File: src/verilog/cmu_pkg.sv
// package: opcode fields, register map and carrier types of the conditional move unit
package cmu_pkg;
	localparam logic [5:0] SPECIAL_OP     = 6'h00;
	localparam logic [5:0] FPU_MAJOR_OP   = 6'h11;
	localparam logic [5:0] FN_MOVE_NZ     = 6'h0B;
	localparam logic [5:0] FN_FP_MOVE_NZ  = 6'h13;
	localparam logic [5:0] FN_MOVE_CF     = 6'h01;
	localparam logic [5:0] FN_FP_MOVE_CF  = 6'h11;
	localparam logic [4:0] SHAMT_ZERO     = 5'h00;
	localparam logic [4:0] FMT_SINGLE     = 5'h10;
	localparam logic [4:0] FMT_DOUBLE     = 5'h11;
	localparam logic [4:0] FMT_PAIRED     = 5'h16;
	localparam int         OPC_LSB        = 26;
	localparam int         SRC_LSB        = 21;
	localparam int         TST_LSB        = 16;
	localparam int         FS_LSB         = 11;
	localparam int         FD_LSB         = 6;
	localparam int         CC_LSB         = 18;
	localparam int         TF_BIT         = 16;
	localparam int         NDA_BIT        = 17;
	// avalon register map, word addresses shown as byte offsets
	localparam logic [7:0] REG_CTRL       = 8'h00;
	localparam logic [7:0] REG_CCODE      = 8'h04;
	localparam logic [7:0] REG_INSTR      = 8'h08;
	localparam logic [7:0] REG_STATUS     = 8'h0C;
	localparam logic [7:0] REG_RESULT_LO  = 8'h10;
	localparam logic [7:0] REG_RESULT_HI  = 8'h14;
	localparam int         CTRL_R6_BIT    = 0;
	localparam int         CTRL_FPU_EN    = 1;
	localparam int         CTRL_FR_BIT    = 2;
	localparam int         CTRL_F64_BIT   = 3;
	localparam logic [3:0] CTRL_RESET     = 4'hE;
	localparam logic [7:0] CCODE_RESET    = 8'h00;
	localparam logic [31:0] RD_UNMAPPED   = 32'h00000000;

	typedef enum logic [2:0] {
		EXC_NONE     = 3'h0,
		EXC_RESERVED = 3'h1,
		EXC_COP_UNUSABLE = 3'h2,
		EXC_UNIMPL_OP = 3'h3
	} cmu_exc_t;

	// one issued instruction with its register operands
	typedef struct packed {
		logic        valid;
		logic [31:0] word;
		logic [31:0] src_gpr;
		logic [31:0] test_gpr;
		logic [63:0] fs_val;
		logic [63:0] fd_val;
	} cmu_issue_t;

	// writeback towards the pipeline
	typedef struct packed {
		logic        valid;
		logic        gpr_we;
		logic        fpr_we;
		logic [4:0]  dest;
		logic [63:0] data;
		cmu_exc_t    exc;
		logic        undef;
	} cmu_wb_t;
endpackage : cmu_pkg

File: src/verilog/cmu_conditional_move_unit.sv
// conditional move decoder and executor with avalon control registers
//
// The Avalon-MM slave port and the address map were left to the implementer.
`timescale 1ns/10ps

module cmu_conditional_move_unit (
	input  wire logic           clk,
	input  wire logic           rst,
	input  wire cmu_pkg::cmu_issue_t issue,
	output cmu_pkg::cmu_wb_t    wb,
	input  wire logic [7:0]     avs_address,
	input  wire logic           avs_read,
	input  wire logic           avs_write,
	input  wire logic [31:0]    avs_writedata,
	output logic [31:0]         avs_readdata,
	output logic                avs_waitrequest
);
	import cmu_pkg::*;

	////////////////////////////////////////////////////////////////////////
	// register state
	logic [3:0]  ctrl_r,   ctrl_nxt;
	logic [7:0]  ccode_r,  ccode_nxt;
	logic [31:0] instr_r,  instr_nxt;
	logic [31:0] stat_r,   stat_nxt;
	logic [31:0] rdata_r,  rdata_nxt;
	logic        ack_r,    ack_nxt;
	cmu_wb_t     wb_r,     wb_nxt;

	////////////////////////////////////////////////////////////////////////
	// decode
	logic [5:0]  opc, fn;
	logic [4:0]  fmt, src_f, tst_f, fs_f, fd_f;
	logic [2:0]  cc;
	logic        is_int_nz, is_fp_nz, is_int_t, is_fp_t, fmt_ok, is_paired;
	logic        rel6, fpu_on, fr_wide, fpu64;
	logic        cc_lo, cc_hi, test_nz;

	always_comb begin
		opc      = issue.word[OPC_LSB +: 6];
		fn       = issue.word[5:0];
		fmt      = issue.word[SRC_LSB +: 5];
		src_f    = issue.word[SRC_LSB +: 5];
		tst_f    = issue.word[TST_LSB +: 5];
		fs_f     = issue.word[FS_LSB +: 5];
		fd_f     = issue.word[FD_LSB +: 5];
		cc       = issue.word[CC_LSB +: 3];
		rel6     = ctrl_r[CTRL_R6_BIT];
		fpu_on   = ctrl_r[CTRL_FPU_EN];
		fr_wide  = ctrl_r[CTRL_FR_BIT];
		fpu64    = ctrl_r[CTRL_F64_BIT];
		fmt_ok   = (fmt == FMT_SINGLE) || (fmt == FMT_DOUBLE) || (fmt == FMT_PAIRED);
		is_paired = (fmt == FMT_PAIRED);
		is_int_nz = (opc == SPECIAL_OP) && (fn == FN_MOVE_NZ)
			&& (issue.word[FD_LSB +: 5] == SHAMT_ZERO);
		is_fp_nz  = (opc == FPU_MAJOR_OP) && (fn == FN_FP_MOVE_NZ);
		is_int_t  = (opc == SPECIAL_OP) && (fn == FN_MOVE_CF)
			&& issue.word[TF_BIT] && !issue.word[NDA_BIT];
		is_fp_t   = (opc == FPU_MAJOR_OP) && (fn == FN_FP_MOVE_CF)
			&& issue.word[TF_BIT] && !issue.word[NDA_BIT];
		test_nz  = (issue.test_gpr != 32'h00000000);
		// paired high half tests the neighbouring code; selector 7 wraps to 0
		cc_lo    = ccode_r[cc];
		cc_hi    = ccode_r[3'(cc + 3'h1)];
	end

	////////////////////////////////////////////////////////////////////////
	// execute
	always_comb begin
		wb_nxt       = '0;
		wb_nxt.exc   = EXC_NONE;
		wb_nxt.valid = issue.valid && (is_int_nz || is_fp_nz || is_int_t || is_fp_t);
		if (issue.valid && (is_int_nz || is_int_t)) begin
			// integer destination sits where the float source field lies
			wb_nxt.dest = fs_f;
			wb_nxt.data = {32'h00000000, issue.src_gpr};
			if (rel6) begin
				wb_nxt.exc = EXC_RESERVED;
			end else if (is_int_t && !fpu_on) begin
				wb_nxt.exc = EXC_COP_UNUSABLE;
			end else if (is_int_nz) begin
				wb_nxt.gpr_we = test_nz;
			end else begin
				wb_nxt.gpr_we = cc_lo;
			end
		end else if (issue.valid && (is_fp_nz || is_fp_t)) begin
			wb_nxt.dest = fd_f;
			// keeping the old destination value makes "not copied" a plain rewrite
			wb_nxt.data = issue.fd_val;
			if (!fpu_on) begin
				wb_nxt.exc = EXC_COP_UNUSABLE;
			end else if (rel6 || !fmt_ok) begin
				wb_nxt.exc = EXC_RESERVED;
			end else if (is_paired && !(fpu64 && fr_wide)) begin
				wb_nxt.exc = EXC_UNIMPL_OP;
				wb_nxt.undef = 1'b1;
			end else begin
				// no arithmetic flags are produced on any path here
				wb_nxt.fpr_we = 1'b1;
				wb_nxt.undef  = is_paired && cc[0];
				if (is_paired) begin
					if (is_fp_nz ? test_nz : cc_lo) begin
						wb_nxt.data[31:0] = issue.fs_val[31:0];
					end
					if (is_fp_nz ? test_nz : cc_hi) begin
						wb_nxt.data[63:32] = issue.fs_val[63:32];
					end
				end else if (is_fp_nz ? test_nz : cc_lo) begin
					wb_nxt.data = issue.fs_val;
				end
			end
		end
	end

	////////////////////////////////////////////////////////////////////////
	// avalon slave: one wait cycle, answer on the second edge
	always_comb begin
		ctrl_nxt  = ctrl_r;
		ccode_nxt = ccode_r;
		instr_nxt = instr_r;
		stat_nxt  = stat_r;
		rdata_nxt = rdata_r;
		ack_nxt   = 1'b0;
		if (wb_nxt.valid) begin
			instr_nxt = issue.word;
			stat_nxt  = {25'h0000000, wb_nxt.undef, wb_nxt.fpr_we, wb_nxt.gpr_we, 
				1'b1, wb_nxt.exc};
		end
		// write lands only at the edge that sees waitrequest low
		if (avs_write && ack_r) begin
			case (avs_address)
				REG_CTRL:  ctrl_nxt  = avs_writedata[3:0];
				REG_CCODE: ccode_nxt = avs_writedata[7:0];
				default:   ;
			endcase
		end
		if ((avs_read || avs_write) && !ack_r) begin
			ack_nxt = 1'b1;
			if (!avs_write) begin
				case (avs_address)
					REG_CTRL:      rdata_nxt = {28'h0000000, ctrl_r};
					REG_CCODE:     rdata_nxt = {24'h000000, ccode_r};
					REG_INSTR:     rdata_nxt = instr_r;
					REG_STATUS:    rdata_nxt = stat_r;
					REG_RESULT_LO: rdata_nxt = wb_r.data[31:0];
					REG_RESULT_HI: rdata_nxt = wb_r.data[63:32];
					default:       rdata_nxt = RD_UNMAPPED;
				endcase
			end
		end
	end

	always_ff @(posedge clk) begin
		if (rst) begin
			ctrl_r  <= CTRL_RESET;
			ccode_r <= CCODE_RESET;
			instr_r <= 32'h00000000;
			stat_r  <= 32'h00000000;
			rdata_r <= 32'h00000000;
			ack_r   <= 1'b0;
			wb_r    <= '0;
		end else begin
			ctrl_r  <= ctrl_nxt;
			ccode_r <= ccode_nxt;
			instr_r <= instr_nxt;
			stat_r  <= stat_nxt;
			rdata_r <= rdata_nxt;
			ack_r   <= ack_nxt;
			wb_r    <= wb_nxt;
		end
	end

	// waitrequest low only in the ack cycle; ack_r is a flip-flop
	always_comb begin
		avs_waitrequest = !ack_r;
		avs_readdata    = rdata_r;
		wb              = wb_r;
	end
endmodule : cmu_conditional_move_unit

File: config.mk
export PLATFORM = sky130hd
export DESIGN_NAME = cmu_conditional_move_unit
export DESIGN_NICKNAME = d
export VERILOG_FILES = /design/src/verilog/cmu_pkg.sv /design/src/verilog/cmu_conditional_move_unit.sv
export SDC_FILE = /design/constraint.sdc
export NUM_CORES = 1
export LEC_CHECK = 0
export BUFFER_PORTS_ARGS = -buffer_cell sky130_fd_sc_hd__buf_2
export CAP_MARGIN = 20
export CORE_AREA = 10 10 138 140
export DETAILED_ROUTE_END_ITERATION = 6
export DIE_AREA = 0 0 148 150
export PLACE_DENSITY_LB_ADDON = 0.12
export SYNTH_ARGS = -nofsm -noshare
export SYNTH_HDL_FRONTEND = slang
export SYNTH_SLANG_ARGS = --single-unit
File: constraint.sdc
create_clock -name clk -period 2.52 [get_ports clk]
set_input_delay 0.126 -clock clk [delete_from_list [all_inputs] [get_ports clk]]
set_output_delay 0.126 -clock clk [all_outputs]
set_load 0.1 [all_outputs]
# Word-level counts from Yosys, hierarchy flattened
# Cells that the tools add are included.
# op_classes
n_reduce_logical	40
addsub	1
magnitude_cmp	2
bitwise	2
eq_ne	13
muxes	34
# ops
op	n
$mux 64	5
$pmux 32 s6	1
$mux 74	1
$mux 72	1
$mux 32	2
$reduce_bool 32->1	1
$eq 6x5->1 const B	3
$logic_and 1x1->1	18
$mux 1	17
$eq 8x4->1 const B	2
$eq 8x5->1 const B	2
$eq 5x5->1 const B	3
$mux 2	5
$logic_or 1x1->1	9
$eq 8x3->1 const B	1
$logic_not 8->1	1
$lt 3x4->1 const B	2
$bmux 1 s3	2
$eq 6x1->1 const B	1
$eq 6x4->1 const B	1
$logic_not 6->1	1
$reduce_and 2->1	3
$logic_not 1->1	5
$logic_not 5->1	1
3 further kinds	4
# word_totals
in_bits	269
output_inout_bits	109
elab_cells	106
regBits	160

# Logic depth before layout (Yosys ltp)
# logic_depth
word_depth	11
ltp_mapped	9
ltp_nobuf	7

# Worst setup path after synthesis
# Ideal clock, no wire load.
# synth_path
path_type	input -> register
start	in issue[210] (netlist name)
end	reg wb_r, in the netlist wb[37]
setup_time_ns	0.128
arrival_ns	1.890
required_time_ns	2.392
path_slack_ns	0.502
path_buffers	1
stages	8
path_cell_list	ha_1 > mux4_2 > mux2_2 > a311oi_2 > nor4_4 > buf_6 > mux2i_1 > nor2_1
# synth_via
elab_chain_len	9
elab_cells_between_ends	13
cone_classes	add/sub: 1; mux: 12
# synth_rtl
item	line	rtl
start: declaration	cmu_conditional_move_unit.sv:9	input wire cmu_pkg::cmu_issue_t issue,
$add 3x1->3	cmu_conditional_move_unit.sv:64	cc_hi = ccode_r[3'(cc + 3'h1)];
$bmux 1 s3	cmu_conditional_move_unit.sv:64	
$mux 1 (implied by the code)	cmu_conditional_move_unit.sv:64	
$mux 1	cmu_conditional_move_unit.sv:105	if (is_fp_nz ? test_nz : cc_hi) begin
$mux 32	cmu_conditional_move_unit.sv:105	
$mux 64 (*)	cmu_conditional_move_unit.sv:101	if (is_paired) begin
$mux 64 (*)	cmu_conditional_move_unit.sv:94	end else if (is_paired && !(fpu64 && fr_wide)) begin
$mux 64 (*)	cmu_conditional_move_unit.sv:92	end else if (rel6 || !fmt_ok) begin
$mux 64 (*)	cmu_conditional_move_unit.sv:90	if (!fpu_on) begin
end signal: assignment	cmu_conditional_move_unit.sv:169	wb_r <= wb_nxt;
end: declaration	cmu_conditional_move_unit.sv:28	cmu_wb_t wb_r, wb_nxt;
# Mark *: on every way between the ends. The rest lies on a longest branch, timed or not. The select of a mux whose other input is x is not followed.
# A chain may end at the register's enable or synchronous reset.

# Final worst setup path
# layout_path
start	in issue[195] (netlist name)
end	reg wb_r, in the netlist wb[72]
# layout_via
elab_chain_len	8
elab_cells_between_ends	19
cone_classes	eq/ne: 4; mux: 2; reduce/logical: 13
# layout_rtl
item	line	rtl
$eq 6x5->1	cmu_conditional_move_unit.sv:59	is_fp_t = (opc == FPU_MAJOR_OP) && (fn == FN_FP_MOVE_CF)
$logic_and 1x1->1	cmu_conditional_move_unit.sv:59	
$logic_and 1x1->1 (2 in series)	cmu_conditional_move_unit.sv:60	&& issue.word[TF_BIT] && !issue.word[NDA_BIT];
$logic_or 1x1->1	cmu_conditional_move_unit.sv:86	end else if (issue.valid && (is_fp_nz || is_fp_t)) begin
$logic_and 1x1->1	cmu_conditional_move_unit.sv:86	
$mux 74	cmu_conditional_move_unit.sv:86	
$mux 72 (*)	cmu_conditional_move_unit.sv:73	if (issue.valid && (is_int_nz || is_int_t)) begin
# Mark *: on every way between the ends. The rest lies on a longest branch, timed or not.

==> qor.csv <==
stage,metric,value,unit
layout,register area,0.00316,mm²
drt,Vias,7558,
yosys,post-synth cell types,59,
min_path,hold crit path type,in2reg,
sta,final hold violation count,0,
power,cell-internal power,4500,µW
clocking,total CTS buffers,17,
sta,setup tns final,0,ns
grt,Global Route met1 Usage,0.291,
grt,met2 usage,0.450,
floorplanning,core area,0.0163,mm²
critical_path,CP Capture Type,flop,
layout,Area Growth Syn to Fin,66.3,%
clocking,clk sinks,158,
power,switching power total,1270,µW
critical_path,launching element type of the critical path,input port,
drt,via/cell ratio,5.24,
sta,post-layout min period,2.42,ns
layout,fill count,1265,
floorplanning,Die Height,150,µm
critical_path,worst-path fanout max,5,
clocking,H-tree levels,4,
yosys,Synth top area share,0.467,
drt,DR iter-0 viols,604,
power,sw frac,0.219,
grt,met3 Resource Use GR,0.0870,
critical_path,max incr delay on CP,0.58,ns
yosys,average cell area after synthesis,10.0,µm²
sta,Worst Tran Pin Value,0.780,ns
power,PwrDens,512,mW/mm²
critical_path,worst reg2reg setup slack,0.27,ns
grt,GRT overflow,0,
critical_path,Crit-path slowest cell,dlygate4sd3_1,
sta,"Setup violations, final",0,
yosys,Mapped Nets,945,
yosys,Synth Warn #,0,
place,I/O Buffers,352,
layout,final core occ,0.690,
critical_path,WP buf/inv,4,
clocking,root buffer cell,clkbuf_16,
layout,cell area after layout,0.0113,mm²
yosys,"Seq/Total Area, Yosys",0.467,
sta,RSZ-0062 raised after global routing,false,
drt,routed wire length,31300,µm
clocking,later-pin clock latency in the skew report,0.42,ns
yosys,"Top FF cell, synth",dfxtp_1,
sta,max-slew violations,0,
power,Clk pwr share,0.459,
critical_path,critical path arrival,2.79,ns
grt,largest net degree at the start of global routing,54,
sta,Final Skew,0.00731,ns
power,Pwr Total,5770,µW
floorplanning,die outline width,148,µm
place,placer congestion estimate,0.878,
yosys,number of flops mapped to enable cells by yosys,0,
sta,slew margin rel.,0.478,
place,Placed Instance Area,0.00879,mm²
floorplanning,Rows,47,
clocking,CTS clock-pin slew for the worst setup and hold paths,0.06,ns
yosys,Yosys reg bits,158,
power,sequential share of power,0.433,
critical_path,cell mode on critical path,dlygate4sd3_1,
clocking,CTS tree,done,
critical_path,FF-to-FF path depth,7,
layout,Multi-input gate area,0.00336,mm²
drt,Routed Antenna Nets,0,
floorplanning,Total Die Area,0.0222,mm²
drt,DR WL/cell,21.7,µm
critical_path,CP Depth,8,
outcome,status,finished clean,
yosys,"area leader, netlist",dfxtp_1,
yosys,synthesized cell area,0.00678,mm²
critical_path,critical path data required time,2.89,ns
critical_path,critical path's top delay family,buffers and inverters,
critical_path,Setup crit end,wb[72],
floorplanning,Initial Util,0.415,
grt,Total GRT Usage,0.260,
power,combinational power share,0.107,
yosys,post-synthesis async set-or-reset flop share,0,
critical_path,Critical R2R Capture,wb[21],
grt,vias in the first global route,8009,
critical_path,Worst setup startpoint,issue[195],
sta,Fmax,413,MHz
clocking,Clock Path Buffers,2,
place,HPWL after DPL,20200,µm
floorplanning,Boundary Pins,378,
drt,number of iterations in the first detailed-routing pass,6,
grt,first-pass GRT wire length,45300,µm
grt,GRT Max-Usage Layer,met2,
drt,# DRC,0,
yosys,Mapped Cells,675,
power,worst vdd ir,488,µV
sta,fin crit share,0.962,
yosys,synth top area cells,"dfxtp_1 47%, mux2i_1 12%, nor2_1 5.9%",
critical_path,CP cell instances,dlygate4sd3_1 -> buf_2 -> nor3b_2 -> nand4b_1 -> a2111oi_4 -> clkbuf_16 -> a22o_1 -> dlygate4sd3_1,
grt,initial antenna violation count,3,
critical_path,Setup Crit Path Kind,in2reg,
critical_path,R2R Path Start,ccode_r[5],
layout,layout cell share with drive strength beyond 1,0.374,
layout,NumNets Final,1475,
job,max-cap viol count,0,
power,P_leak,0.00532,µW
[how the worst min path moves through the flow]
stage / start / to / cells after the start / slack (ns)
floorplan: issue[166] / wb[10] / 2 / 0.24
global placement: issue[161] / wb[5] / 3 / 0.32
detailed placement: issue[190] / wb[34] / 3 / 0.33
CTS: issue[199] / instr_r[7] / 2 / 0.0001
global route: issue[209] / instr_r[17] / 2 / 0.02
finish: issue[13] / wb[17] / 3 / 0.006
[worst register-to-register path, delay by kind of cell, from the launching register on]
family / cells / cell delay [ns]
AO/OA/AOI/OAI: 2 / 0.21
buffers and inverters: 1 / 0.20
flip-flops: 1 / 0.36
multiplexers: 3 / 1.17
AND/OR/NAND/NOR: 1 / 0.19
[registers in the layout (all words and copies together) (netlist names)]
| register | cells |
|---|---|
| wb | 75 |
| avs_readdata | 32 |
| instr_r | 32 |
| ccode_r | 8 |
| stat_r | 6 |
| ctrl_r | 4 |
| ack_r | 1 |
[cell usage after synthesis, types with 2 or more instances]
| master | n |
|---|---|
| dfxtp_1 | 158 |
| nor2_1 | 107 |
| mux2i_1 | 82 |
| nand2_1 | 52 |
| o21ai_1 | 38 |
| a21oi_1 | 27 |
| a22o_1 | 27 |
| a222oi_1 | 24 |
| clkbuf_1 | 22 |
| a22oi_1 | 13 |
| nor4_1 | 10 |
| buf_2 | 9 |
| a21o_1 | 7 |
| and2_1 | 7 |
| buf_6 | 7 |
| mux4_2 | 7 |
| mux2_2 | 5 |
| inv_1 | 4 |
| nand4_1 | 4 |
| a22oi_2 | 3 |
| buf_12 | 3 |
| buf_4 | 3 |
| nor2b_1 | 3 |
| nor3_1 | 3 |
| nor3_2 | 3 |
| nor3b_1 | 3 |
| nor4b_4 | 3 |
| buf_1 | 2 |
| nand2b_1 | 2 |
| nand3b_1 | 2 |
| nor4_2 | 2 |
| nor4_4 | 2 |
| o22ai_1 | 2 |
| or3_1 | 2 |
| or3b_1 | 2 |
| or4_1 | 2 |
[layer usage]
| metal | wire length [µm] | vias up | share of wire |
|---|---|---|---|
| li1 | - | 3544 | - |
| met1 | 11800 | 3573 | 0.38 |
| met2 | 15900 | 381 | 0.51 |
| met3 | 2750 | 60 | 0.088 |
| met4 | 835 | 0 | 0.027 |
| met5 | 0 | - | 0 |
[kinds of logic after synthesis]
group | Yosys count | share of synthesized area
AOI/OAI and AO/OA | 151 | 0.165
muxes | 94 | 0.153
and+or+nand+nor | 219 | 0.167
buffers and inverters | 50 | 0.0459
xor gates and xnor gates | 1 | 0.00129
DFF | 158 | 0.467
other | 1 | 0.000553
adders and majority gates | 1 | 0.00185
[power groups by stage]
stage | registers, µW | logic, µW | clock network (µW)
6_report | 2500 | 618 | 2650
5_1_grt | 2500 | 661 | 2780
4_1_cts | 2500 | 587 | 2670
3_5_place_dp | 2560 | 379 | 0
3_3_place_gp | 2560 | 376 | 0
2_1_floorplan | 2560 | 136 | 0
[metrics by stage]
stage,setup slack (ns),hold slack (ns),instances
final,0.0966,0.00643,1441
after global routing,0.00703,0.0169,1441
after CTS,0.00347,0.000117,1429
after detailed placement,0.172,0.331,1225
after global placement,0.209,0.325,1225
after floorplan,0.502,0.241,675
[cell type report]
class                      instances  area share
antenna                            3    0.000666
clock buffer                      22      0.0421
clock inverter                    10      0.0121
inverter                           4     0.00133
multi-input combinational        467       0.298
sequential                       158       0.281
tap                              220      0.0244
timing repair buffer             557       0.341
[timing repair]
action,in CTS,in global routing
resized for setup,0,10
hold endpoints to repair,98,1
hold buffers,172,1
buffers inserted,0,5
endpoints found under the setup margin,0,44
[cell usage in the layout, fill, tap and decap left out, types with 7 or more instances in the layout]
cell and n:
a21o_1 7, a21oi_1 27, a222oi_1 24, a22o_1 27, a22oi_1 13, and2_1 7, buf_2 351, buf_4 23
clkbuf_16 19, dfxtp_1 158, dlygate4sd3_1 172, mux2i_1 81, mux4_2 7, nand2_1 51, nor2_1 107, nor4_1 10
o21ai_1 38
(Power assumes the default switching activity.)
